### config.mk
export PLATFORM = sky130hd
export DESIGN_NAME = uartms_top
export DESIGN_NICKNAME = d
export VERILOG_FILES = /design/src/uartms_pkg.sv /design/src/uartms_skid.sv /design/src/uartms_txser.sv /design/src/uartms_top.sv
export SDC_FILE = /design/constraint.sdc
export NUM_CORES = 1
export LEC_CHECK = 0
export BUFFER_PORTS_ARGS = -buffer_cell sky130_fd_sc_hd__buf_4
export CAP_MARGIN = 40
export CORE_ASPECT_RATIO = 0.8
export CORE_MARGIN = 5
export CORE_UTILIZATION = 61
export DETAILED_ROUTE_END_ITERATION = 10
export PLACE_DENSITY_LB_ADDON = 0.15
export SYNTH_ARGS = -nofsm -noshare
export SYNTH_HDL_FRONTEND = slang
export SYNTH_SLANG_ARGS = --single-unit
### constraint.sdc
create_clock -name pclk -period 4.6 [get_ports pclk]
set_input_delay 0.46 -clock pclk [delete_from_list [all_inputs] [get_ports pclk]]
set_output_delay 0.46 -clock pclk [all_outputs]
set_load 0.01 [all_outputs]
### src/uartms_pkg.sv
// Constants and register map of the serial port with modem handshake.
package uartms_pkg;
    // Byte addresses on the APB bus, one word per register.
    localparam logic [7:0] ADDR_TXD = 8'h00;
    localparam logic [7:0] ADDR_IER = 8'h04;
    localparam logic [7:0] ADDR_MCR = 8'h10;
    localparam logic [7:0] ADDR_LSR = 8'h14;
    localparam logic [7:0] ADDR_MSR = 8'h18;
    localparam logic [7:0] ADDR_SCR = 8'h1C;
    localparam logic [7:0] ADDR_DIV = 8'h20;

    // Status register field positions.
    localparam int MSR_DCTS = 0;
    localparam int MSR_DDSR = 1;
    localparam int MSR_DRI = 2;
    localparam int MSR_DDCD = 3;
    localparam int MSR_CTS = 4;
    localparam int MSR_DSR = 5;
    localparam int MSR_RI = 6;
    localparam int MSR_DCD = 7;

    // Control, enable and line status field positions.
    localparam int MCR_DTR = 0;
    localparam int MCR_RTS = 1;
    localparam int IER_MSI = 3;
    localparam int LSR_FULL = 0;
    localparam int LSR_THRE = 5;
    localparam int LSR_TEMT = 6;

    // Reset values.
    localparam logic [7:0] MCR_RESET = 8'h00;
    localparam logic [7:0] IER_RESET = 8'h00;
    localparam logic [15:0] DIV_RESET = 16'h000C;
    localparam logic [3:0] MODEM_IDLE = 4'h0;

    // Transmit FIFO geometry.
    localparam int FIFO_DEPTH = 16;
    localparam int FIFO_AW = 4;
    localparam logic [4:0] FIFO_FULL_CNT = 5'h10;

    // Timing: reference clock stepped out of the bus clock.
    localparam int PCLK_HZ = 50000000;
    localparam int REF_CLK_HZ = 1846200;
    localparam int MAX_BAUD = 56000;
    localparam int REF_STEP = REF_CLK_HZ / 100;
    localparam int REF_MOD = PCLK_HZ / 100;
    localparam logic [19:0] REF_STEP_W = 20'(REF_STEP);
    localparam logic [19:0] REF_MOD_W = 20'(REF_MOD);
    localparam logic [3:0] OVERSAMPLE_LAST = 4'hF;
    localparam logic [2:0] DATA_BITS_LAST = 3'h7;

    // Serializer states.
    typedef enum logic [3:0] {
        TX_IDLE = 4'b0001,
        TX_START = 4'b0010,
        TX_DATA = 4'b0100,
        TX_STOP = 4'b1000
    } uartms_tx_state_t;
endpackage

### src/uartms_skid.sv
// Two-entry buffer with valid and ready on both sides.
`timescale 1ns/100ps
module uartms_skid (
    // Clock and reset.
    input wire logic pclk,
    input wire logic presetn,
    // Filling side.
    input wire logic in_valid,
    output logic in_ready,
    input wire logic [7:0] in_data,
    // Draining side.
    output logic out_valid,
    input wire logic out_ready,
    output logic [7:0] out_data
);
    logic [7:0] mem [2];
    logic wr_reg;
    logic rd_reg;
    logic [1:0] cnt_reg;
    logic push;
    logic pop;

    // Full and empty come straight from the count, so neither can lie.
    assign in_ready = (cnt_reg != 2'h2);
    assign out_valid = (cnt_reg != 2'h0);
    assign out_data = mem[rd_reg];
    assign push = in_valid && in_ready;
    assign pop = out_valid && out_ready;

    // Storage holds no reset; only the pointers and the count need a defined state.
    always_ff @(posedge pclk) begin
        if (push) begin
            mem[wr_reg] <= in_data;
        end
    end

    // Pointers and occupancy.
    always_ff @(posedge pclk or negedge presetn) begin
        if (!presetn) begin
            wr_reg <= 1'b0;
            rd_reg <= 1'b0;
            cnt_reg <= 2'h0;
        end else begin
            if (push) begin
                wr_reg <= ~wr_reg;
            end
            if (pop) begin
                rd_reg <= ~rd_reg;
            end
            cnt_reg <= cnt_reg + {1'b0, push} - {1'b0, pop};
        end
    end
endmodule

### src/uartms_txser.sv
// Transmit serializer: start bit, eight data bits LSB first, stop bit.
`timescale 1ns/100ps
module uartms_txser
    import uartms_pkg::*;
(
    // Clock and reset.
    input wire logic pclk,
    input wire logic presetn,
    // Sixteen-times bit rate strobe.
    input wire logic tick16,
    // Character input.
    input wire logic in_valid,
    output logic in_ready,
    input wire logic [7:0] in_data,
    // Line and status.
    output logic txd,
    output logic busy
);
    uartms_tx_state_t state_reg;
    logic [3:0] sub_reg;
    logic [2:0] bit_reg;
    logic [7:0] shift_reg;
    logic bit_end;

    // A character is only taken while the line is idle.
    assign in_ready = (state_reg == TX_IDLE);
    assign busy = (state_reg != TX_IDLE);
    assign bit_end = tick16 && (sub_reg == OVERSAMPLE_LAST);

    // Frame sequencing; each bit lasts sixteen strobes.
    always_ff @(posedge pclk or negedge presetn) begin
        if (!presetn) begin
            state_reg <= TX_IDLE;
            sub_reg <= 4'h0;
            bit_reg <= 3'h0;
            shift_reg <= 8'h00;
        end else begin
            if (tick16 && state_reg != TX_IDLE) begin
                sub_reg <= sub_reg + 4'h1;
            end
            case (state_reg)
                TX_IDLE: begin
                    sub_reg <= 4'h0;
                    if (in_valid) begin
                        shift_reg <= in_data;
                        state_reg <= TX_START;
                    end
                end
                TX_START: begin
                    if (bit_end) begin
                        bit_reg <= 3'h0;
                        state_reg <= TX_DATA;
                    end
                end
                TX_DATA: begin
                    if (bit_end) begin
                        shift_reg <= {1'b0, shift_reg[7:1]};
                        bit_reg <= bit_reg + 3'h1;
                        if (bit_reg == DATA_BITS_LAST) begin
                            state_reg <= TX_STOP;
                        end
                    end
                end
                TX_STOP: begin
                    if (bit_end) begin
                        state_reg <= TX_IDLE;
                    end
                end
                default: begin
                    state_reg <= TX_IDLE;
                end
            endcase
        end
    end

    // Line level registered so the pin never glitches.
    always_ff @(posedge pclk or negedge presetn) begin
        if (!presetn) begin
            txd <= 1'b1;
        end else begin
            case (state_reg)
                TX_START: txd <= 1'b0;
                TX_DATA: txd <= shift_reg[0];
                default: txd <= 1'b1;
            endcase
        end
    end
endmodule

### src/uartms_top.sv
// Serial port top: APB registers, modem handshake, FIFO and baud timing.
`timescale 1ns/100ps
module uartms_top
    import uartms_pkg::*;
(
    // Clock and reset.
    input wire logic pclk,
    input wire logic presetn,
    // APB slave.
    input wire logic psel,
    input wire logic penable,
    input wire logic pwrite,
    input wire logic [7:0] paddr,
    input wire logic [31:0] pwdata,
    output logic [31:0] prdata,
    output logic pready,
    output logic pslverr,
    // Modem inputs, all active low.
    input wire logic cts_n,
    input wire logic dsr_n,
    input wire logic dcd_n,
    input wire logic ri_n,
    // Modem outputs, active low.
    output logic dtr_n,
    output logic rts_n,
    // Serial data out.
    output logic txd,
    // Interrupt jumper and modem interrupt request.
    input wire logic irq_jumper,
    output logic irq
);
    // Address match, shared by read and write decoding.
    function automatic logic hit(input logic [7:0] a, input logic [7:0] r);
        hit = (a == r);
    endfunction

    logic setup;
    logic access;
    logic wr_acc;
    logic rd_acc;
    logic mapped;
    logic [7:0] ier_reg;
    logic [7:0] mcr_reg;
    logic [7:0] scr_reg;
    logic [15:0] div_reg;
    logic [3:0] lvl_reg;
    logic [3:0] lvl_now;
    logic [3:0] chg;
    logic [3:0] delta_reg;
    logic [3:0] delta_next;
    logic [3:0] snap_reg;
    logic [7:0] msr_view;
    logic [7:0] lsr_view;
    logic [31:0] rd_mux;
    logic [7:0] fifo_mem [FIFO_DEPTH];
    logic [FIFO_AW-1:0] fwr_reg;
    logic [FIFO_AW-1:0] frd_reg;
    logic [4:0] fcnt_reg;
    logic fpush;
    logic fpop;
    logic skid_ready;
    logic skid_valid;
    logic [7:0] skid_data;
    logic ser_ready;
    logic ser_busy;
    logic [19:0] acc_reg;
    logic [19:0] acc_sum;
    logic ref_tick;
    logic [15:0] pre_reg;
    logic [15:0] div_last;
    logic tick16;
    logic mcr_wr;

    // APB phases; the slave never waits, so every access ends at once.
    assign setup = psel && !penable;
    assign access = psel && penable;
    assign pready = 1'b1;
    assign wr_acc = access && pwrite;
    assign rd_acc = access && !pwrite;
    assign mapped = hit(paddr, ADDR_TXD) || hit(paddr, ADDR_IER)
        || hit(paddr, ADDR_MCR) || hit(paddr, ADDR_LSR)
        || hit(paddr, ADDR_MSR) || hit(paddr, ADDR_SCR)
        || hit(paddr, ADDR_DIV);
    assign pslverr = access && !mapped;

    // Present levels in positive sense: a low pin reads as one.
    // Index order is CTS, DSR, RI, DCD to match the change field.
    assign lvl_now = {~dcd_n, ~ri_n, ~dsr_n, ~cts_n};
    assign chg = lvl_now ^ lvl_reg;

    // Level capture; inputs are taken as synchronous already.
    always_ff @(posedge pclk or negedge presetn) begin
        if (!presetn) begin
            lvl_reg <= MODEM_IDLE;
        end else begin
            lvl_reg <= lvl_now;
        end
    end

    // Change flags: only bits shown by the read are cleared, and a
    // fresh change in the same cycle wins over the clear.
    always_comb begin
        delta_next = delta_reg;
        if (rd_acc && hit(paddr, ADDR_MSR)) begin
            delta_next = delta_reg & ~snap_reg;
        end
        delta_next = delta_next | chg;
    end

    always_ff @(posedge pclk or negedge presetn) begin
        if (!presetn) begin
            delta_reg <= MODEM_IDLE;
        end else begin
            delta_reg <= delta_next;
        end
    end

    // Status as software sees it; the data-set-ready level is the
    // modem's own statement that it is ready to start.
    assign msr_view = {lvl_reg[3], lvl_reg[2], lvl_reg[1], lvl_reg[0],
        delta_reg[3], delta_reg[2], delta_reg[1], delta_reg[0]};
    assign lsr_view = {1'b0,
        (fcnt_reg == 5'h00) && !skid_valid && !ser_busy,
        (fcnt_reg == 5'h00), 4'h0, (fcnt_reg == FIFO_FULL_CNT)};

    // Read multiplexer; unmapped addresses read as zero.
    always_comb begin
        rd_mux = 32'h0000_0000;
        case (paddr)
            ADDR_IER: rd_mux = {24'h00_0000, ier_reg};
            ADDR_MCR: rd_mux = {24'h00_0000, mcr_reg};
            ADDR_LSR: rd_mux = {24'h00_0000, lsr_view};
            ADDR_MSR: rd_mux = {24'h00_0000, msr_view};
            ADDR_SCR: rd_mux = {24'h00_0000, scr_reg};
            ADDR_DIV: rd_mux = {16'h0000, div_reg};
            default: rd_mux = 32'h0000_0000;
        endcase
    end

    // Read data is caught in the setup cycle so it comes from a flop;
    // the snapshot remembers which change flags software has seen.
    always_ff @(posedge pclk or negedge presetn) begin
        if (!presetn) begin
            prdata <= 32'h0000_0000;
            snap_reg <= MODEM_IDLE;
        end else if (setup && !pwrite) begin
            prdata <= rd_mux;
            snap_reg <= delta_reg;
        end
    end

    // Software-written registers.
    always_ff @(posedge pclk or negedge presetn) begin
        if (!presetn) begin
            ier_reg <= IER_RESET;
            mcr_reg <= MCR_RESET;
            scr_reg <= 8'h00;
            div_reg <= DIV_RESET;
        end else if (wr_acc) begin
            if (hit(paddr, ADDR_IER)) begin
                ier_reg <= pwdata[7:0];
            end
            if (hit(paddr, ADDR_MCR)) begin
                mcr_reg <= pwdata[7:0];
            end
            if (hit(paddr, ADDR_SCR)) begin
                scr_reg <= pwdata[7:0];
            end
            if (hit(paddr, ADDR_DIV)) begin
                div_reg <= pwdata[15:0];
            end
        end
    end

    // Modem outputs and interrupt are registered so the pins are clean.
    always_ff @(posedge pclk or negedge presetn) begin
        if (!presetn) begin
            dtr_n <= 1'b1;
            rts_n <= 1'b1;
            irq <= 1'b0;
        end else begin
            dtr_n <= ~mcr_reg[MCR_DTR];
            rts_n <= ~mcr_reg[MCR_RTS];
            irq <= irq_jumper && ier_reg[IER_MSI]
                && (|delta_reg);
        end
    end

    // Transmit FIFO; a write while full is dropped, which software
    // avoids by watching the full bit in line status.
    assign fpush = wr_acc && hit(paddr, ADDR_TXD)
        && (fcnt_reg != FIFO_FULL_CNT);
    assign fpop = (fcnt_reg != 5'h00) && skid_ready;

    always_ff @(posedge pclk) begin
        if (fpush) begin
            fifo_mem[fwr_reg] <= pwdata[7:0];
        end
    end

    always_ff @(posedge pclk or negedge presetn) begin
        if (!presetn) begin
            fwr_reg <= '0;
            frd_reg <= '0;
            fcnt_reg <= 5'h00;
        end else begin
            if (fpush) begin
                fwr_reg <= fwr_reg + 1'b1;
            end
            if (fpop) begin
                frd_reg <= frd_reg + 1'b1;
            end
            fcnt_reg <= fcnt_reg + {4'h0, fpush} - {4'h0, fpop};
        end
    end

    // The buffer absorbs a stall by the serializer without a loss.
    uartms_skid u_skid (
        .pclk(pclk),
        .presetn(presetn),
        .in_valid(fcnt_reg != 5'h00),
        .in_ready(skid_ready),
        .in_data(fifo_mem[frd_reg]),
        .out_valid(skid_valid),
        .out_ready(ser_ready),
        .out_data(skid_data)
    );

    // Reference clock made by a fractional accumulator; its jitter is
    // one bus clock, small against a sixteenth of a bit.
    assign acc_sum = acc_reg + REF_STEP_W;
    assign ref_tick = (acc_sum >= REF_MOD_W);
    assign div_last = (div_reg == 16'h0000) ? 16'h0000 : div_reg - 16'h0001;
    assign tick16 = ref_tick && (pre_reg >= div_last);

    always_ff @(posedge pclk or negedge presetn) begin
        if (!presetn) begin
            acc_reg <= 20'h00000;
            pre_reg <= 16'h0000;
        end else begin
            acc_reg <= ref_tick ? acc_sum - REF_MOD_W : acc_sum;
            if (tick16) begin
                pre_reg <= 16'h0000;
            end else if (ref_tick) begin
                pre_reg <= pre_reg + 16'h0001;
            end
        end
    end

    uartms_txser u_txser (
        .pclk(pclk),
        .presetn(presetn),
        .tick16(tick16),
        .in_valid(skid_valid),
        .in_ready(ser_ready),
        .in_data(skid_data),
        .txd(txd),
        .busy(ser_busy)
    );

    // Checks. A control write, named once for the pin checks below.
    assign mcr_wr = wr_acc && hit(paddr, ADDR_MCR);
endmodule

==> results of run 1 <==
-- timing repair --
item	4_1_cts	5_1_grt
setup buffers	0	0
resized for setup	0	2
setup endpoints to repair	0	27
endpoints found under the hold margin	68	0
hold buffers	1	0
-- metal layers --
metal	GRT usage (%)	part of all wire [%]	up-vias
met5	0	0	-
met4	3.62	1.3	0
met3	3.87	6.1	33
met2	34.7	47	230
met1	34.2	46	4171
li1	-	-	3994
-- cell families (layout without fill, tap and decap cells) --
kind of cell,count (synthesis),in the layout,share of synthesized area [%]
flops,287,287,57.8
fa+ha+maj,40,40,3.71
mux,100,100,11.3
simple gates,336,336,12.6
other cells,2,17,0.0548
buf+inv,105,173,3.65
compound gates,120,120,6.82
xor+xnor,64,64,4.09
-- metrics by stage --
step / setup slack [ns] / cell area, um2 / cells / hold WS (ns) / util [%]
after floorplan: 0.963 / 13700 / 1069 / 0.164 / -
after global routing: 0.0365 / 15400 / 1443 / 0.0322 / 68.9
after global placement: 0.392 / 14400 / 1390 / 0.397 / 64.5
after CTS: 0.236 / 15400 / 1443 / 0.0225 / 68.9
final: 0.421 / 15400 / 1443 / 0.0419 / 68.9
after detailed placement: 0.294 / 14400 / 1391 / 0.410 / 64.6
-- power groups by stage --
stage          logic, mW  clock network [mW]  registers [mW]
3_5_place_dp        1.23                   0            3.19
5_1_grt             1.38                2.51            3.17
6_report            1.23                2.34            3.14
2_1_floorplan      0.986                   0            3.05
3_3_place_gp        1.12                   0            3.24
4_1_cts             1.25                2.38            3.15
-- layout make-up --
class | instances | area [um2]
inverter | 41 | 154
timing repair buffer | 81 | 627
tap | 306 | 383
fill | 1564 | 6930
clock inverter | 18 | 216
clock buffer | 33 | 739
sequential | 287 | 7910
multi-input combinational | 677 | 5350
-- worst max-delay path: stages, from the launching register on --
cell and delay, ns:
dfrtp_1 0.45, nor4_1 0.40, nor2b_1 0.38, nand2_1 0.19, nor3b_1 0.28, xor2_1 0.16
nand2_1 0.08, ha_1 0.30, a21o_1 0.16, a21o_1 0.17, a2111oi_1 0.52, o21ai_2 0.24
nand4_2 0.27, nand2_2 0.14, o221a_2 0.28
-- synthesized netlist by cell type (all sizes together) (3+ instances only) --
library cell	n	area, um2
buf	34	233
a21o	10	75.1
nor3	26	155
nor2b	8	50.1
nand2	120	453
or3	3	18.8
o41ai	5	43.8
mux2i	19	190
nor4b	5	62.6
mux4	40	901
inv	40	150
nand3	28	140
a31oi	9	71.3
o21ai	24	124
dfstp	6	158
nand3b	6	45.0
nor3b	5	42.5
dfrtp	137	3430
o221a	7	78.8
nor2	59	229
nor4	20	138
a21oi	14	70.1
o21a	5	37.5
clkbuf	30	113
nand4	10	68.8
o2111ai	3	26.3
or4	6	45.0
edfxtp	144	4320
xnor2	43	377
nand2b	9	56.3
a221oi	10	111
and2	11	68.8
xor2	21	184
a2111oi	4	41.3
o31ai	4	30.0
mux2	41	462
and3	10	62.6
ha	39	488
-- worst max path at each step --
stage,from,endpoint
finish,div_reg[4],u_txser.shift_reg[0]
global route,div_reg[4],u_txser.shift_reg[0]
CTS,div_reg[4],u_txser.shift_reg[0]
detailed placement,div_reg[4],u_txser.shift_reg[0]
global placement,div_reg[4],u_txser.shift_reg[2]
floorplan,acc_reg[3],pre_reg[10]
==> metrics.md, run 1 <==
| Metric | Value |
|---|---|
| Status | `completed` |
| Die width | `178 um` |
| Yosys reg bits | `287` |
| DRT Wirelength | `27.4 mm` |
| Cts bufs inserted | `28` |
| Hold Path End | `lvl_reg[1]` |
| Vias | `8428` |
| CP required | `5.01 ns` |
| Leakage Power | `6.24 nW` |
| Largest net degree at the start of global routing | `73` |
| Worst-Skew Late Latency | `0.57 ns` |
| RR Endpoint | `u_txser.shift_reg[0]` |
| Int Pwr | `4.96 mW` |
| CTS tree | `done` |
| Avg Vias per Cell | `5.84` |
| Port bufs | `54` |
| Max Buffers Root-to-Sink | `3` |
| Overall Power | `6.72 mW` |
| Initial antenna violation count | `0` |
| Min Clock Period, post-route | `4.18 ns` |
| Slew Viols, Final | `0` |
| P_sw | `1.76 mW` |
| Yosys warns | `0` |
| Die Area | `0.0256 mm2` |
| Starting Density | `61.4%` |
| Drt wl/cell | `19.0 um` |
| Hold path start | `dsr_n` |
| Maximum clock frequency | `0.239 GHz` |
| Slew headroom | `41.0%` |
| CTS clock-pin slew for the worst setup and hold paths | `0.07 ns` |
| Reg2Reg Depth | `14` |
| Diode count | `0` |
| Max_cap viols | `0` |
| CP Class | `register to register` |
| Post-Syn Area | `0.0137 mm2` |
| Arrival @ worst endpoint | `4.59 ns` |
| Number of flops mapped to enable cells by yosys | `144` |
| Tot GR Track Use | `22.3%` |
| Total gr overflow | `0` |
| Most frequent cells in the layout | `edfxtp_1, dfrtp_1, nand2_1` |
| RR Startpoint | `div_reg[4]` |
| Unique masters post-synth | `85` |
| First-pass GRT wire length | `45.1 mm` |
| Async S/R FF share, synth | `49.8%` |
| Final HPWL DP | `18.0 mm` |
| Htree depth | `1` |
| Row count | `49` |
| Seq/Total Area, Yosys | `57.8%` |
| Clk_skew | `0.0470 ns` |
| CP max FO | `9` |
| Worst-case vdd ir drop | `0.000436 V` |
| Fin. Hold Viols | `0` |
| Least-Margin Pin Slew | `0.873 ns` |
| I/O Pins | `88` |
| Power per cell area | `437 mW/mm2` |
| Sequential Power Share | `46.8%` |
| RSZ-0062 raised after global routing | `false` |
| Area grow syn2layout | `12.3%` |
| CP Capture Type | `register` |
| DIE HEIGHT | `144 um` |
| Final GP Congestion | `0.857` |
| Initial DRC count | `675` |
| Most common cell after layout, fill and taps aside | `edfxtp_1` |
| Flop2flop setup slack | `0.42 ns` |
| Share of layout cells above drive strength 1 | `22.1%` |
| Worst hold stages | `2` |
| Vias in the first global route | `8404` |
| Nets | `1206` |
| Mapped Cells | `1054` |
| TritonRoute pass-1 iters | `6` |
| Post-Syn Area per Cell | `13.0 um2` |
| Core area | `0.0223 mm2` |
| Main synth FF type | `edfxtp_1` |
| Routed Antenna Nets | `0` |
| DRC viols | `0` |
| Final count of negative-setup-slack endpoints | `0` |
| Sw frac | `26.2%` |
| HP Class | `primary input to register` |
| Gate power share | `18.4%` |
| Setup TNS after final layout | `0 ns` |
| Clock root cell | `clkbuf_16` |
| Period utilization | `90.8%` |
| Startpoint type of the worst setup path | `register` |
| Clock share of power | `34.8%` |
| Sink Count | `287` |
| Max FFs per register | `128` |
No activity file was read; power rests on OpenSTA's default activity.
==> inputs of run 2 (changes only) <==
--- a/config.mk
+++ b/config.mk
@@ -11,6 +11,7 @@
 export CORE_MARGIN = 5
 export CORE_UTILIZATION = 61
 export DETAILED_ROUTE_END_ITERATION = 10
+export GPL_TIMING_DRIVEN = 0
 export PLACE_DENSITY_LB_ADDON = 0.15
 export SYNTH_ARGS = -nofsm -noshare
 export SYNTH_HDL_FRONTEND = slang
==> run 2 against run 1 <==
Effect of this change: register-to-register slack got worse by 0.12 ns; routed wire length rose by 4.5%; critical path type unchanged; highest routed layer unchanged; worst setup slack got worse by 0.12 ns; largest cell class unchanged; utilization rose by 1.6 points; final area rose by 2.4%; hold slack improved by 0.015 ns; non-clock buffer count rose by 54.
==> metrics.md, run 2 (same netlist as run 1, synthesis figures left out) <==
| Metric | Value |
|---|---|
| Status | `completed` |
| Die width | `178 um (unchanged)` |
| Min Clock Period, post-route | `4.30 ns (+0.120 ns)` |
| Clk_skew | `0.0254 ns (-0.0216 ns)` |
| Initial DRC count | `776 (+15%)` |
| Reg2Reg Depth | `17 (+3)` |
| Drt wl/cell | `19.1 um (+0.71%)` |
| RR Endpoint | `u_txser.shift_reg[6]` |
| Port bufs | `54 (unchanged)` |
| Power per cell area | `437 mW/mm2 (about the same)` |
| Hold Path End | `lvl_reg[3]` |
| I/O Pins | `88 (unchanged)` |
| Avg Vias per Cell | `5.82 (-0.43%)` |
| Area of the multi-input gates | `0.00539 mm2 (+0.65%)` |
| Overall Power | `6.87 mW (+2.4%)` |
| Cts bufs inserted | `28 (unchanged)` |
| Initial antenna violation count | `0 (unchanged)` |
| Dpl cell area | `0.0147 mm2 (+1.9%)` |
| Sink Count | `287 (unchanged)` |
| Max Buffers Root-to-Sink | `3 (unchanged)` |
| DRT Wirelength | `28.6 mm (+4.5%)` |
| Tot GR Track Use | `23.2% (+0.93 points)` |
| Diode count | `0 (unchanged)` |
| CP required | `5.02 ns (about the same)` |
| CP Capture Type | `register` |
| Worst-case vdd ir drop | `0.000427 V (-1.9%)` |
| Die Area | `0.0256 mm2 (unchanged)` |
| CP max FO | `9 (unchanged)` |
| Design Area, Final | `0.0157 mm2 (+2.4%)` |
| Area grow syn2layout | `15.0%` |
| Max_cap viols | `0 (unchanged)` |
| Most common cell after layout, fill and taps aside | `edfxtp_1` |
| Gate power share | `20.7% (+2.3 points)` |
| Int Pwr | `5.06 mW (+2.1%)` |
| Met2 wire length | `13.7 mm (+7.2%)` |
| P_sw | `1.81 mW (+3.1%)` |
| Vias | `8712 (+3.4%)` |
| Largest net degree at the start of global routing | `87 (+19%)` |
| Met1 wire length | `13.0 mm (+3.2%)` |
| Period utilization | `93.5% (+2.6 points)` |
| Post-layout util | `70.6% (+1.6 points)` |
| Final count of negative-setup-slack endpoints | `0 (unchanged)` |
| Htree depth | `1 (unchanged)` |
| RR Startpoint | `div_reg[3]` |
| TritonRoute pass-1 iters | `5 (-1)` |
| Clock root cell | `clkbuf_16` |
| Sw frac | `26.4% (+0.20 points)` |
| First-pass GRT wire length | `47.0 mm (+4.2%)` |
| Uppermost layer routed | `met4` |
| Slew Viols, Final | `0 (unchanged)` |
| Row count | `49 (unchanged)` |
| Wire length on met3 | `1.55 mm (-7.6%)` |
| Sequential Power Share | `44.0% (-2.8 points)` |
| HP Class | `primary input to register` |
| Leakage Power | `6.44 nW (+3.3%)` |
| CTS clock-pin slew for the worst setup and hold paths | `0.06 ns (about the same)` |
| Vias in the first global route | `8765 (+4.3%)` |
| Nets | `1260 (+4.5%)` |
| Sequential standard cell area | `0.00791 mm2 (about the same)` |
| Maximum clock frequency | `0.233 GHz (-2.8%)` |
| Worst-Skew Late Latency | `0.56 ns (about the same)` |
| Slew headroom | `41.2% (+0.25 points)` |
| Layout fillers | `1591 (+1.7%)` |
| Final HPWL DP | `19.8 mm (+10%)` |
| Core area | `0.0223 mm2 (unchanged)` |
| Share of layout cells above drive strength 1 | `23.0% (+0.91 points)` |
| DRC viols | `0 (unchanged)` |
| Starting Density | `61.4% (unchanged)` |
| Final GP Congestion | `0.900 (+5.0%)` |
| Total gr overflow | `0 (unchanged)` |
| Max FFs per register | `128 (unchanged)` |
| Worst hold stages | `2 (unchanged)` |
| CTS tree | `done` |
| Startpoint type of the worst setup path | `register` |
| Hold path start | `dcd_n` |
| Flop2flop setup slack | `0.30 ns (-0.12 ns)` |
| Clock share of power | `35.3% (+0.5 points)` |
| CP Class | `register to register` |
| Least-Margin Pin Slew | `0.878 ns (+0.00532 ns)` |
| DIE HEIGHT | `144 um (unchanged)` |
| Arrival @ worst endpoint | `4.72 ns (+0.13 ns)` |
| Setup TNS after final layout | `0 ns (unchanged)` |
| Fin. Hold Viols | `0 (unchanged)` |
| Most frequent cells in the layout | `edfxtp_1, dfrtp_1, nand2_1` |
| Routed Antenna Nets | `0 (unchanged)` |
-- run 2: cell types whose count changed in the layout (fill, tap and decap cells not counted), sizes merged --
cell,change
clkinvlp,-2
buf,+24
inv,+1
clkbuf,+36
bufinv,-1
clkinv,-3
-- run 2: area by class of cell --
class                   instances  share of cell area, %
clock buffers                  39                   5.32
clock inverters                13                   1.07
inverters                      41                  0.977
well taps                     306                   2.43
multi-input cells             677                   34.2
flip-flops and latches        287                   50.2
plain buffers                  64                   2.20
repair buffers                 71                   3.58
-- run 2: worst max-delay path by stage --
stage,from,end,slack [ns],cells past startpoint
6_report,div_reg[3],u_txser.shift_reg[6],0.30,17
5_1_grt,div_reg[3],u_txser.shift_reg[2],-0.10,17
4_1_cts,acc_reg[3],u_txser.shift_reg[5],0.14,16
3_5_place_dp,acc_reg[3],u_txser.shift_reg[5],0.18,16
3_3_place_gp,acc_reg[3],u_txser.shift_reg[4],0.20,16
2_1_floorplan,acc_reg[3],pre_reg[10],0.96,17
-- run 2: what timing repair did --
| action | in CTS | in global routing |
|---|---|---|
| endpoints found under the setup margin | 0 | 32 |
| hold buffers | 1 | 0 |
| setup buffers | 0 | 0 |
| resized for setup | 0 | 7 |
| endpoints found under the hold margin | 55 | 0 |
-- run 2: power groups by stage --
stage	clock (mW)	combinational (mW)	sequential [mW]
floorplan	0	0.986	3.05
global placement	0	1.32	3.07
detailed placement	0	1.40	3.08
CTS	2.47	1.42	3.03
global route	2.59	1.59	3.05
finish	2.42	1.42	3.03
-- run 2: per-stage QoR --
stage               cells  setup slack [ns]  hold slack, ns
global placement     1429             0.197           0.402
detailed placement   1443             0.178           0.409
global route         1498            -0.102          0.0409
floorplan            1069             0.963           0.164
finish               1498             0.301          0.0565
CTS                  1496             0.139          0.0376
-- run 2: worst max-delay path: stages, from the launching register on --
cell       delay, ns
dfstp_2         0.36
clkbuf_1        0.19
nor4_1          0.46
nor2b_2         0.34
nand2_1         0.15
nor2_1          0.15
xor2_1          0.15
nand2_1         0.07
ha_1            0.31
a21o_1          0.19
a21o_1          0.17
a21oi_1         0.14
nor2_1          0.05
a2111oi_1       0.44
o21ai_2         0.26
nand4_2         0.29
nand2_2         0.15
o221a_2         0.29
-- run 2: routing by layer --
layer / vias up / GRT usage, %
met2: 266 / 37.6
met4: 0 / 4.35
li1: 4103 / -
met5: - / 0
met3: 33 / 3.14
met1: 4310 / 34.7
==> inputs of run 3 (changes only) <==
--- a/config.mk
+++ b/config.mk
@@ -9,7 +9,7 @@
 export CAP_MARGIN = 40
 export CORE_ASPECT_RATIO = 0.8
 export CORE_MARGIN = 5
-export CORE_UTILIZATION = 61
+export CORE_UTILIZATION = 65
 export DETAILED_ROUTE_END_ITERATION = 10
 export GPL_TIMING_DRIVEN = 0
 export PLACE_DENSITY_LB_ADDON = 0.15
==> constraint.sdc (replaced) <==
create_clock -name pclk -period 5.4 [get_ports pclk]
set_input_delay 0.54 -clock pclk [delete_from_list [all_inputs] [get_ports pclk]]
set_output_delay 0.54 -clock pclk [all_outputs]
set_load 0.01 [all_outputs]
==> run 3 against run 2 <==
Effect of this change: die area fell by 5.8%; total power is 14% lower; via count rose by 2.6%; largest power group unchanged; highest routed layer unchanged.
==> metrics.md, run 3 (same netlist as run 1, synthesis figures left out) <==
| Metric | Value |
|---|---|
| Hold-fix buffers, CTS | `1 (unchanged)` |
| Final hold slack | `0.129 ns (+0.0721 ns)` |
| Final count of negative-setup-slack endpoints | `0 (unchanged)` |
| CP delay by family, top | `simple AND/OR/NAND/NOR gates` |
| Period utilization | `82.4% (-11 points)` |
| Flop2flop setup slack | `0.95 ns (+0.65 ns)` |
| Number of cells on the critical path | `16 (-1)` |
| Max_cap viols | `0 (unchanged)` |
| CP max stage delay | `0.56 ns (+0.10 ns)` |
| Fin. Hold Viols | `0 (unchanged)` |
| Power per cell area | `377 mW/mm2 (-14%)` |
| Worst-case vdd ir drop | `0.000373 V (-13%)` |
| Int Pwr | `4.32 mW (-15%)` |
| Post-layout util | `75.7% (+5.1 points)` |
| Hold path start | `cts_n` |
| RSZ-0062 raised after global routing | `false` |
| P_sw | `1.59 mW (-12%)` |
| CP Cell Sequence | `buf_6 > nor4_1 > clkbuf_1 > nor2_1 > xnor2_1 > ha_1 > nand2_1 > or2_2 > or4b_1 > nor4b_2 > nand2_1 > nand3_1 > buf_2 > nand3_1 > and4b_1 > a21o_1` |
| Clock root cell | `clkbuf_16` |
| Starting Density | `66.2% (+4.8 points)` |
| CP max FO | `10 (+1)` |
| Nets | `1260 (unchanged)` |
| Drt wl/cell | `21.3 um (+12%)` |
| Sink Count | `287 (unchanged)` |
| DRC viols | `0 (unchanged)` |
| Overall Power | `5.91 mW (-14%)` |
| Layout fillers | `1258 (-21%)` |
| DIE HEIGHT | `140 um (-2.9%)` |
| Total gr overflow | `0 (unchanged)` |
| Maximum clock frequency | `0.225 GHz (-3.4%)` |
| Port bufs | `54 (unchanged)` |
| Share of layout cells above drive strength 1 | `22.5% (-0.50 points)` |
| First-pass GRT wire length | `49.9 mm (+6.3%)` |
| HP Class | `primary input to register` |
| Startpoint type of the worst setup path | `register` |
| Worst-Skew Late Latency | `0.56 ns (about the same)` |
| Pre-CTS setup slack | `1.05 ns (+0.869 ns)` |
| Vias | `8937 (+2.6%)` |
| Vias in the first global route | `9090 (+3.7%)` |
| Post-CTS setup buffers | `0 (unchanged)` |
| CP required | `5.83 ns (+0.81 ns)` |
| CP Capture Type | `register` |
| Dpl cell area | `0.0146 mm2 (-0.29%)` |
| Max Buffers Root-to-Sink | `3 (unchanged)` |
| Leakage Power | `6.40 nW (-0.62%)` |
| Final GP Congestion | `0.858 (-4.7%)` |
| Max FFs per register | `128 (unchanged)` |
| Critical path's slowest cell | `or4b_1` |
| I/O Pins | `88 (unchanged)` |
| TritonRoute pass-1 iters | `7 (+2)` |
| Initial DRC count | `1025 (+32%)` |
| Die width | `172 um (-2.9%)` |
| CP Buf/Inv Count | `3 (+2)` |
| RR Startpoint | `acc_reg[3]` |
| Largest net degree at the start of global routing | `87 (unchanged)` |
| CTS clock-pin slew for the worst setup and hold paths | `0.07 ns (about the same)` |
| Clock share of power | `35.0% (-0.3 points)` |
| Fin worst setup slack | `0.950 ns (+0.648 ns)` |
| Worst hold stages | `2 (unchanged)` |
| Reg2Reg Depth | `16 (-1)` |
| Routed Antenna Nets | `0 (unchanged)` |
| Final std cells w/o fill | `1461 (-2.5%)` |
| Htree depth | `1 (unchanged)` |
| Hold Path End | `lvl_reg[0]` |
| Arrival @ worst endpoint | `4.88 ns (+0.16 ns)` |
| Slew Viols, Final | `0 (unchanged)` |
| Tot GR Track Use | `26.4% (+3.2 points)` |
| Most common cell after layout, fill and taps aside | `edfxtp_1` |
| Min Clock Period, post-route | `4.45 ns (+0.152 ns)` |
| Setup TNS after final layout | `0 ns (unchanged)` |
| Slew headroom | `41.6% (+0.38 points)` |
| Die Area | `0.0241 mm2 (-5.8%)` |
| Sw frac | `26.9% (+0.55 points)` |
| DRT Wirelength | `31.1 mm (+8.8%)` |
| Area grow syn2layout | `14.4%` |
| CP Class | `register to register` |
| Gate power share | `21.3% (+0.6 points)` |
| Most frequent cells in the layout | `edfxtp_1, dfrtp_1, nand2_1` |
| CTS resizes | `0 (unchanged)` |
| RR Endpoint | `u_txser.state_reg[3]` |
| Core area | `0.0207 mm2 (-7.2%)` |
| Dpl cells | `1406 (-2.6%)` |
| Diode count | `0 (unchanged)` |
| CTS tree | `done` |
| Initial antenna violation count | `0 (unchanged)` |
| Design Area, Final | `0.0157 mm2 (-0.51%)` |
| Clk_skew | `0.0261 ns (+0.000744 ns)` |
| Least-Margin Pin Slew | `0.874 ns (-0.00438 ns)` |
| Row count | `47 (-4.1%)` |
| Sequential Power Share | `43.7% (-0.3 points)` |
| Status | `completed` |
| Final HPWL DP | `20.0 mm (+0.72%)` |
| Avg Vias per Cell | `6.12 (+5.2%)` |
| Cts bufs inserted | `28 (unchanged)` |
[run 3: cell count changes in the layout (fill, tap and decap cells not counted), moves of 2 or more]
cell	previous run	this run
bufinv_16	3	5
clkbuf_8	5	3
clkbuf_16	30	28
clkbuf_1	32	36
clkinv_2	5	7
[run 3: final cells by class]
cell class              count  area (um2)  area share [%]
plain buffers              64         345            2.20
clock buffers              37         764            4.88
clock inverters            15         226            1.45
inverters                  41         154           0.982
multi-input cells         677        5370            34.2
flip-flops and latches    287        7910            50.5
well taps                 269         337            2.15
repair buffers             71         567            3.62
[run 3: worst max-delay path by stage]
stage / from / end / slack (ns)
finish: acc_reg[3] / u_txser.state_reg[3] / 0.95
global placement: acc_reg[3] / u_txser.shift_reg[1] / 1.06
global route: div_reg[3] / u_txser.shift_reg[2] / 0.58
floorplan: acc_reg[3] / pre_reg[10] / 1.76
CTS: acc_reg[3] / u_txser.shift_reg[3] / 0.98
detailed placement: acc_reg[3] / u_txser.state_reg[0] / 1.05
[run 3: routing by layer]
metal | vias up | global-route usage [%] | routed length [um]
li1 | 4092 | - | -
met1 | 4416 | 37.9 | 12800
met2 | 355 | 41.8 | 15200
met3 | 74 | 4.79 | 2120
met4 | 0 | 7.90 | 945
met5 | - | 0 | 0
[run 3: power groups by stage]
stage	clock [mW]	combinational, mW	sequential (mW)
after detailed placement	0	1.19	2.62
after global placement	0	1.12	2.61
after floorplan	0	0.840	2.60
after CTS	2.10	1.25	2.59
final	2.07	1.26	2.59
after global routing	2.21	1.37	2.60
